[src/hdl/sar_adc_consts.svh]
`ifndef SAR_ADC_CONSTS_SVH
`define SAR_ADC_CONSTS_SVH

// register offsets on the plain port
`define OFS_CTRL0     3'h0
`define OFS_CTRL1     3'h1
`define OFS_RES_HI    3'h2
`define OFS_RES_LO    3'h3
`define OFS_FLAG      3'h4
`define OFS_IRQ_EN    3'h5

// field positions
`define GO_BIT        1
`define ON_BIT        0
`define CHS_LSB       2
`define JUSTIFY_BIT   7
`define CLKSEL_LSB    4
`define FLAG_BIT      6
`define IRQ_EN_BIT    6

// reset values
`define RST_BYTE      8'h00
`define RST_CHS       5'h00
`define RST_CLKSEL    3'h0
`define RST_PREF      2'h0

// channel codes of the last pin and the internal sources
`define CH_LAST_PIN   5'h07
`define CH_TEMP       5'h1D
`define CH_DAC        5'h1E
`define CH_FIXED_REF  5'h1F

// reference code for the external pin
`define PREF_EXT      2'h2

// rc oscillator selection: low two bits of the clock select
`define CLK_RC        2'h3

// timing: 10 bits, 23 half conversion-clock periods (11.5 periods)
`define RES_BITS      10
`define TOP_BIT       4'h9
`define SETTLE_HALVES 2'h2

`endif

[src/hdl/sar_adc_pkg.sv]
package sar_adc_pkg;

  // register access from software
  typedef struct packed {
    logic [2:0] addr;
    logic [7:0] wdata;
    logic       wr;
    logic       rd;
  } reg_req_t;

  // drive toward the analog macro
  typedef struct packed {
    logic [10:0] chan_onehot;
    logic        sample;
    logic [9:0]  trial;
    logic        ref_ext;
  } ana_ctl_t;

  typedef enum logic [1:0] {
    ST_IDLE,
    ST_SAMPLE,
    ST_CONVERT,
    ST_SETTLE
  } seq_state_t;

endpackage : sar_adc_pkg

[src/hdl/sar_adc_control.sv]
// The implementer's own choices: the address map and strobed register access.
`timescale 1ns/1ns
`include "sar_adc_consts.svh"

// Overview of operation
// - ten-bit successive approximation into result pair
// - channel field picks one of eleven sources
// - reference field picks external pin or supply
// - clock field: six dividers or rc oscillator
// - one bit per period, 11.5 periods total
// - divided clock tracks the system clock
// - rc oscillator period independent of system clock
// - sleep conversions only on rc clock
// - completion always sets the complete flag
// - interrupt needs flag and enable together
// - enabled completion interrupt wakes from sleep
// - justify bit picks left or right alignment
// - enable first, then set go separately
// - completion clears go, flags, loads result
// - clearing go aborts, stores filled partial result
// - unused six bits of result read zero
module sar_adc_control
  import sar_adc_pkg::*;
(
  input  wire logic     sys_clk,      // system clock, 100 MHz
  input  wire logic     rst_n,        // synchronous reset, active low
  input  wire reg_req_t bus_req,      // register port request
  output logic [7:0]    reg_rdata,    // read data, cycle after strobe
  input  wire logic     rc_half_tick, // rc oscillator half-period pulse
  input  wire logic     cmp_high,     // held input at or above trial
  input  wire logic     sleep_mode,   // device is asleep
  output ana_ctl_t      ana_ctl,      // mux, sample, trial, reference
  output logic          irq_req,      // completion interrupt request
  output logic          wake_req      // wake request while asleep
);

  // half conversion-clock period in system cycles, minus one
  function automatic logic [4:0] half_limit(input logic [2:0] sel);
    logic [4:0] lim;
    lim = 5'h00;
    unique case (sel)
      3'b000: lim = 5'h00; // /2
      3'b100: lim = 5'h01; // /4
      3'b001: lim = 5'h03; // /8
      3'b101: lim = 5'h07; // /16
      3'b010: lim = 5'h0F; // /32
      3'b110: lim = 5'h1F; // /64
      default: lim = 5'h00; // x11 uses the rc ticks
    endcase
    return lim;
  endfunction : half_limit

  // partial result: undecided bits copy the last decided bit
  function automatic logic [9:0] fill_partial(
    input logic [9:0] sar,
    input logic [3:0] bit_idx,
    input logic       last,
    input logic       pending
  );
    logic [9:0] res;
    res = sar;
    for (int i = 0; i < `RES_BITS; i++) begin
      if (pending && (4'(i) <= bit_idx)) begin
        res[i] = last;
      end
    end
    return res;
  endfunction : fill_partial

  // one-hot source select, zero for reserved codes
  function automatic logic [10:0] chan_decode(input logic [4:0] channel_select);
    logic [10:0] oh;
    oh = 11'h000;
    if (channel_select <= `CH_LAST_PIN) begin
      oh[channel_select[2:0]] = 1'b1;
    end else if (channel_select == `CH_TEMP) begin
      oh[8] = 1'b1;
    end else if (channel_select == `CH_DAC) begin
      oh[9] = 1'b1;
    end else if (channel_select == `CH_FIXED_REF) begin
      oh[10] = 1'b1;
    end
    return oh; // reserved leaves the hold open
  endfunction : chan_decode

  // software-visible state
  logic [4:0]  chs_r;
  logic        on_r;
  logic        justify_r;
  logic [2:0]  clksel_r;
  logic [1:0]  pref_r;
  logic        flag_r;
  logic        irq_en_r;
  logic [7:0]  res_hi_r;
  logic [7:0]  res_lo_r;
  logic [7:0]  rdata_r;

  // sequencer state
  seq_state_t  state_r;
  seq_state_t  state_nxt;
  logic [4:0]  div_cnt_r;
  logic        phase_r;
  logic [1:0]  settle_r;
  logic [3:0]  bit_r;
  logic [9:0]  sar_r;
  logic        last_r;
  ana_ctl_t    ana_r;
  logic        irq_r;
  logic        wake_r;

  // decoded strobes
  wire         busy_w    = (state_r != ST_IDLE);
  wire         wr_ctrl0  = bus_req.wr && (bus_req.addr == `OFS_CTRL0);
  wire         wr_ctrl1  = bus_req.wr && (bus_req.addr == `OFS_CTRL1);
  wire         wr_flag   = bus_req.wr && (bus_req.addr == `OFS_FLAG);
  wire         wr_irq_en = bus_req.wr && (bus_req.addr == `OFS_IRQ_EN);
  wire         wd_go     = bus_req.wdata[`GO_BIT];
  wire         wd_on     = bus_req.wdata[`ON_BIT];
  wire         rc_sel    = (clksel_r[1:0] == `CLK_RC);

  // go only counts when the converter was already on and stays on
  wire         start_w   = wr_ctrl0 && wd_go && wd_on && on_r && !busy_w;

  // software clear of go while running stores the partial
  wire         abort_sw  = wr_ctrl0 && !wd_go && wd_on && busy_w;

  // turning off, or sleeping on a divided clock, drops the result
  wire         kill_off  = wr_ctrl0 && !wd_on && busy_w;
  wire         kill_slp  = sleep_mode && !rc_sel && busy_w;
  wire         kill_w    = kill_off || kill_slp;

  // half-period ticks from divider or rc oscillator
  wire         div_tick  = (div_cnt_r == half_limit(clksel_r));
  wire         half_tick = rc_sel ? rc_half_tick : div_tick;

  // one bit decision ends on the second half of its period
  wire         bit_done  = (state_r == ST_CONVERT) && half_tick && phase_r;
  wire         last_bit  = (bit_r == 4'h0);
  wire         settle_end = (state_r == ST_SETTLE) && half_tick
                            && (settle_r == `SETTLE_HALVES - 2'h1);
  wire         done_w    = settle_end && !kill_w && !abort_sw;

  // value stored on completion or software abort
  wire         pending_w = (state_r == ST_SAMPLE) || (state_r == ST_CONVERT);
  wire [9:0]   store_val = abort_sw ? fill_partial(sar_r, bit_r, last_r, pending_w)
                                    : sar_r;
  wire         store_w   = done_w || (abort_sw && !kill_w);

  // result alignment into the byte pair
  wire [7:0]   hi_val    = justify_r ? {6'h00, store_val[9:8]}
                                     : store_val[9:2];
  wire [7:0]   lo_val    = justify_r ? store_val[7:0]
                                     : {store_val[1:0], 6'h00};

  // read mux; unmapped offsets read zero
  wire [7:0]   ctrl0_rd  = {1'b0, chs_r, busy_w, on_r};
  wire [7:0]   ctrl1_rd  = {justify_r, clksel_r, 2'b00, pref_r};
  wire [7:0]   flag_rd   = {1'b0, flag_r, 6'h00};
  wire [7:0]   irq_en_rd = {1'b0, irq_en_r, 6'h00};
  wire [7:0]   rd_mux    =
    (bus_req.addr == `OFS_CTRL0)  ? ctrl0_rd  :
    (bus_req.addr == `OFS_CTRL1)  ? ctrl1_rd  :
    (bus_req.addr == `OFS_RES_HI) ? res_hi_r  :
    (bus_req.addr == `OFS_RES_LO) ? res_lo_r  :
    (bus_req.addr == `OFS_FLAG)   ? flag_rd   :
    (bus_req.addr == `OFS_IRQ_EN) ? irq_en_rd : `RST_BYTE;

  // sequencer next state
  always_comb begin
    state_nxt = state_r;
    unique case (state_r)
      ST_IDLE: begin
        if (start_w) begin
          state_nxt = ST_SAMPLE;
        end
      end
      ST_SAMPLE: begin
        if (half_tick) begin
          state_nxt = ST_CONVERT; // hold after half a period
        end
      end
      ST_CONVERT: begin
        if (bit_done && last_bit) begin
          state_nxt = ST_SETTLE;
        end
      end
      ST_SETTLE: begin
        if (settle_end) begin
          state_nxt = ST_IDLE; // 23 halves = 11.5 periods
        end
      end
    endcase
    if (kill_w || abort_sw) begin
      state_nxt = ST_IDLE;
    end
  end

  // analog drive, registered so the macro sees clean levels
  wire         sample_w  = (state_nxt == ST_SAMPLE);
  wire [9:0]   trial_w   = (state_r == ST_CONVERT) ? (sar_r | (10'h001 << bit_r))
                                                   : sar_r;
  wire         ref_ext_w = (pref_r == `PREF_EXT); // reserved codes use supply

  // control register one
  always_ff @(posedge sys_clk) begin
    if (!rst_n) begin
      justify_r <= 1'b0;
      clksel_r  <= `RST_CLKSEL;
      pref_r    <= `RST_PREF;
    end else if (wr_ctrl1) begin
      justify_r <= bus_req.wdata[`JUSTIFY_BIT];
      clksel_r  <= bus_req.wdata[`CLKSEL_LSB +: 3];
      pref_r    <= bus_req.wdata[1:0];
    end
  end

  // control register zero; go lives in the sequencer state
  always_ff @(posedge sys_clk) begin
    if (!rst_n) begin
      chs_r <= `RST_CHS;
      on_r  <= 1'b0;
    end else if (wr_ctrl0) begin
      chs_r <= bus_req.wdata[`CHS_LSB +: 5];
      on_r  <= wd_on;
    end
  end

  // complete flag: set beats a same-cycle software clear
  always_ff @(posedge sys_clk) begin
    if (!rst_n) begin
      flag_r <= 1'b0;
    end else if (done_w) begin
      flag_r <= 1'b1; // every completion, enable or not
    end else if (wr_flag) begin
      flag_r <= bus_req.wdata[`FLAG_BIT]; // cleared only here
    end
  end

  // interrupt enable
  always_ff @(posedge sys_clk) begin
    if (!rst_n) begin
      irq_en_r <= 1'b0;
    end else if (wr_irq_en) begin
      irq_en_r <= bus_req.wdata[`IRQ_EN_BIT];
    end
  end

  // result pair, loaded on completion or software abort
  always_ff @(posedge sys_clk) begin
    if (!rst_n) begin
      res_hi_r <= `RST_BYTE;
      res_lo_r <= `RST_BYTE;
    end else if (store_w) begin
      res_hi_r <= hi_val;
      res_lo_r <= lo_val;
    end
  end

  // read data stands the cycle after the strobe only
  always_ff @(posedge sys_clk) begin
    if (!rst_n) begin
      rdata_r <= `RST_BYTE;
    end else begin
      rdata_r <= bus_req.rd ? rd_mux : `RST_BYTE;
    end
  end

  // sequencer state register
  always_ff @(posedge sys_clk) begin
    if (!rst_n) begin
      state_r <= ST_IDLE;
    end else begin
      state_r <= state_nxt;
    end
  end

  // divider restarts with each conversion so the first half is whole
  always_ff @(posedge sys_clk) begin
    if (!rst_n) begin
      div_cnt_r <= 5'h00;
    end else if (start_w || div_tick) begin
      div_cnt_r <= 5'h00;
    end else begin
      div_cnt_r <= div_cnt_r + 5'h01;
    end
  end

  // half-period phase inside a bit and the settle tail
  always_ff @(posedge sys_clk) begin
    if (!rst_n) begin
      phase_r  <= 1'b0;
      settle_r <= 2'h0;
    end else if (start_w) begin
      phase_r  <= 1'b0;
      settle_r <= 2'h0;
    end else if (half_tick) begin
      phase_r  <= (state_r == ST_CONVERT) ? ~phase_r : 1'b0;
      settle_r <= (state_r == ST_SETTLE) ? settle_r + 2'h1 : 2'h0;
    end
  end

  // approximation register, msb first
  always_ff @(posedge sys_clk) begin
    if (!rst_n) begin
      sar_r  <= 10'h000;
      bit_r  <= `TOP_BIT;
      last_r <= 1'b0;
    end else if (start_w) begin
      sar_r  <= 10'h000;
      bit_r  <= `TOP_BIT;
      last_r <= 1'b0;
    end else if (bit_done) begin
      sar_r[bit_r] <= cmp_high; // keep the bit if input is at or above trial
      last_r       <= cmp_high;
      bit_r        <= last_bit ? 4'h0 : bit_r - 4'h1;
    end
  end

  // analog side outputs
  always_ff @(posedge sys_clk) begin
    if (!rst_n) begin
      ana_r <= '0;
    end else begin
      ana_r.chan_onehot <= chan_decode(chs_r);
      ana_r.sample      <= sample_w;
      ana_r.trial       <= trial_w;
      ana_r.ref_ext     <= ref_ext_w;
    end
  end

  // interrupt and wake requests
  always_ff @(posedge sys_clk) begin
    if (!rst_n) begin
      irq_r  <= 1'b0;
      wake_r <= 1'b0;
    end else begin
      irq_r  <= flag_r && irq_en_r;
      wake_r <= flag_r && irq_en_r && sleep_mode;
    end
  end

  assign reg_rdata = rdata_r;
  assign ana_ctl   = ana_r;
  assign irq_req   = irq_r;
  assign wake_req  = wake_r;

endmodule : sar_adc_control

[config.mk]
export PLATFORM = sky130hd
export DESIGN_NAME = sar_adc_control
export DESIGN_NICKNAME = d
export VERILOG_FILES = /design/src/hdl/sar_adc_pkg.sv /design/src/hdl/sar_adc_control.sv
export VERILOG_INCLUDE_DIRS = /design/src /design/src/hdl
export SDC_FILE = /design/constraint.sdc
export NUM_CORES = 1
export LEC_CHECK = 0
export BUFFER_PORTS_ARGS = -buffer_cell sky130_fd_sc_hd__buf_2
export CORE_MARGIN = 3
export CORE_UTILIZATION = 47
export CTS_BUF_LIST = sky130_fd_sc_hd__clkbuf_8
export DETAILED_ROUTE_END_ITERATION = 16
export PLACE_DENSITY = 0.71
export SYNTH_ARGS = -nofsm -noshare
export SYNTH_HDL_FRONTEND = slang
export SYNTH_SLANG_ARGS = --single-unit
[constraint.sdc]
create_clock -name sys_clk -period 3.6 [get_ports sys_clk]
set_clock_uncertainty 0.05 [all_clocks]
set_input_delay 0.72 -clock sys_clk [delete_from_list [all_inputs] [get_ports sys_clk]]
set_output_delay 0.72 -clock sys_clk [all_outputs]
set_load 0.03 [all_outputs]
==> flow_summary.json <==
{
  "die_area_mm2": 0.0100,
  "critPathRequiredTime_ns": 3.84,
  "drive_above_1_share_pct": 16.0,
  "critPathLaunchType": "flip-flop",
  "synth_top_family_by_area": "simple AND/OR/NAND/NOR gates",
  "gr-total-overflow": 0,
  "grt_max_degree": 33,
  "endpoint_kind": "flip-flop",
  "cts_resized": 0,
  "synth_top_cells_by_count": "dfxtp_1 (88), nand2_1 (61), nor2_1 (60)",
  "synth-seq-area-share_pct": 42.3,
  "numCtsBuffers": 9,
  "coreArea_mm2": 0.00842,
  "antenna_found_initial": 0,
  "grt_pass1_wl_mm": 15.8,
  "tns_ns": 0,
  "peakVddDrop_mv": 0.234,
  "synthArstFlopShare_pct": 0,
  "ant_nets": 0,
  "path_cells": "nand2_1, o31ai_1, a311o_2, a31oi_1, or4_1, a32oi_1",
  "dieHeight_um": 100,
  "firstDrtPassIters": 8,
  "slowest_delay_ns": 0.67,
  "total_power_mw": 1.80,
  "status": "finished clean",
  "hold_viol_final": 0,
  "cts_tree": "built",
  "vias_per_cell": 5.71,
  "min_period_ns": 2.88,
  "drt_iter0_drc": 194,
  "synthAdderAreaFrac_pct": 2.71,
  "synth_mux_area_share_pct": 6.04,
  "wl_per_cell_um": 14.8,
  "arrival_ns": 3.13,
  "antenna_cells": 0,
  "synthXorXnorAreaFrac_pct": 1.05,
  "synth_seq_cells": 88,
  "yosysMostFrequentCell": "dfxtp_1",
  "setup_violations": 0,
  "report.final.slew_viol_count": 0,
  "path_max_fanout": 14,
  "fmax_mhz": 347,
  "gp_congestion": 0.872,
  "synth_top_cell_by_area": "dfxtp_1",
  "vias": 3680,
  "syn_area_mm2": 0.00416,
  "dp_hpwl_mm": 6.78,
  "syn_area_per_cell_um2": 8.31,
  "post_cts_buffers": 0,
  "cts_sinks": 88,
  "p_per_area_mw_per_mm2": 390,
  "setup_ws_ns": 0.717,
  "drc": 0,
  "routed_wl_mm": 9.53,
  "crit_type": "flip-flop to flip-flop",
  "dp_slack_ns": 0.543,
  "leakage_nw": 1.77,
  "row_count": 33,
  "fin_nets": 561,
  "synth_edf_count": 0,
  "slew_headroom_pct": 24.4,
  "htree_num_levels": 3,
  "synthCells": 501,
  "hp-class": "flip-flop to flip-flop",
  "grtUsageTotal_pct": 19.5,
  "die_w_um": 100,
  "synth-simple-area-share_pct": 24.3,
  "synth-compound-area-share_pct": 18.4,
  "yosys_warnings": 0,
  "yosys.area.top_type_share_pct": 42.3,
  "boundaryPins": 51,
  "initial_utilization_pct": 49.4,
  "synthesis.nets": 528,
  "cts.path.max_buffers": 2,
  "clk_latency_ns": 0.37,
  "synth_flop_cell": "dfxtp_1",
  "path_clk_slew_ns": 0.09,
  "root_buffer": "clkbuf_8",
  "rsz0062_at_grt": "no",
  "slowest_stage": "or4_1",
  "worstMarginPinSlew_ns": 1.13,
  "holdBufCountCts": 0,
  "yosys-top-cells-area": "dfxtp_1 (42%), a21oi_1 (6.6%), nand2_1 (5.5%)",
  "port_buffers": 50,
  "max-cap-violations": 0,
  "area.growth.synth_to_final_pct": 10.9,
  "yosysUniqueCellTypes": 55,
  "post-route-period-util_pct": 80.1,
  "grt_pass1_vias": 3299
}
through the flow:
step / hold WS, ns / utilization, % / area [um2] / instances
3_3_place_gp: 0.390 / 52.4 / 4410 / 628
5_1_grt: 0.432 / 54.8 / 4620 / 644
2_1_floorplan: 0.360 / - / 4160 / 501
4_1_cts: 0.407 / 54.8 / 4620 / 644
3_5_place_dp: 0.395 / 52.4 / 4410 / 628
6_report: 0.408 / 54.8 / 4620 / 644
layout make-up:
cell class | count | area [um2]
clock buffer | 9 | 124
clock inverter | 7 | 77.6
multi-input combinational | 366 | 2180
sequential | 88 | 1760
timing repair buffer | 54 | 280
inverter | 15 | 56.3
tap | 105 | 131
fill | 804 | 3810
worst max-delay path, delay by kind of cell, from the launching register on:
family          cells  cell delay, ns
compound gates      4            1.11
flops               1            0.63
simple gates        2            1.01
metal layers:
metal | wire [um] | GRT usage [%] | vias up | share of wire [%]
met5 | 0 | 0 | - | 0
met4 | 172 | 7.05 | 0 | 1.8
met3 | 651 | 4.45 | 15 | 6.8
met2 | 4360 | 31.1 | 137 | 46
met1 | 4350 | 25.8 | 1699 | 46
li1 | - | - | 1829 | -
state kept, by name (all words and copies together) (netlist names), 2 cells and up:
name	count
ana_ctl	23
sar_r	10
reg_rdata	8
res_hi_r	8
res_lo_r	8
chs_r	5
div_cnt_r	5
bit_r	4
clksel_r	3
pref_r	2
settle_r	2
state_r	2
cells in the final DEF, fill, tap and decap left out, types with 4 or more instances in the layout:
cell type  count
a211o_1        4
a21o_1         8
a21oi_1       55
a31oi_1        8
and3_1         4
buf_2         50
buf_4          4
clkbuf_8       9
dfxtp_1       88
ha_1           9
inv_1         15
mux2_2         9
mux2i_1       15
nand2_1       61
nand2b_1       5
nand3_1       12
nand3b_1       4
nor2_1        60
nor3_1        12
o21ai_0       22
o21ai_1        6
or3_1         17
or4_1          6
report_power, final:
group | switching, mW | internal (mW)
Combinational | 0.0699 | 0.0321
Sequential | 0.00993 | 0.980
Clock | 0.382 | 0.328
final timing paths:
kind                 endpoint        start  cells past startpoint  slack (ns)
setup / recovery  ana_ctl[11]  clksel_r[0]                      6        0.72
hold / removal    res_hi_r[7]  res_hi_r[7]                      2        0.41
setup reg to reg  ana_ctl[11]  clksel_r[0]                      6        0.72
hold reg to reg   res_hi_r[7]  res_hi_r[7]                      2        0.41
cells by family (layout without fill, tap and decap cells):
kind of cell,after synthesis,after routing
and+or+nand+nor,205,205
AOI/OAI and AO/OA,123,123
DFF,88,88
buffers and inverters,47,85
muxes,24,24
adders and majority gates,9,9
xor gates and xnor gates,5,5
(Power assumes the default switching activity.)
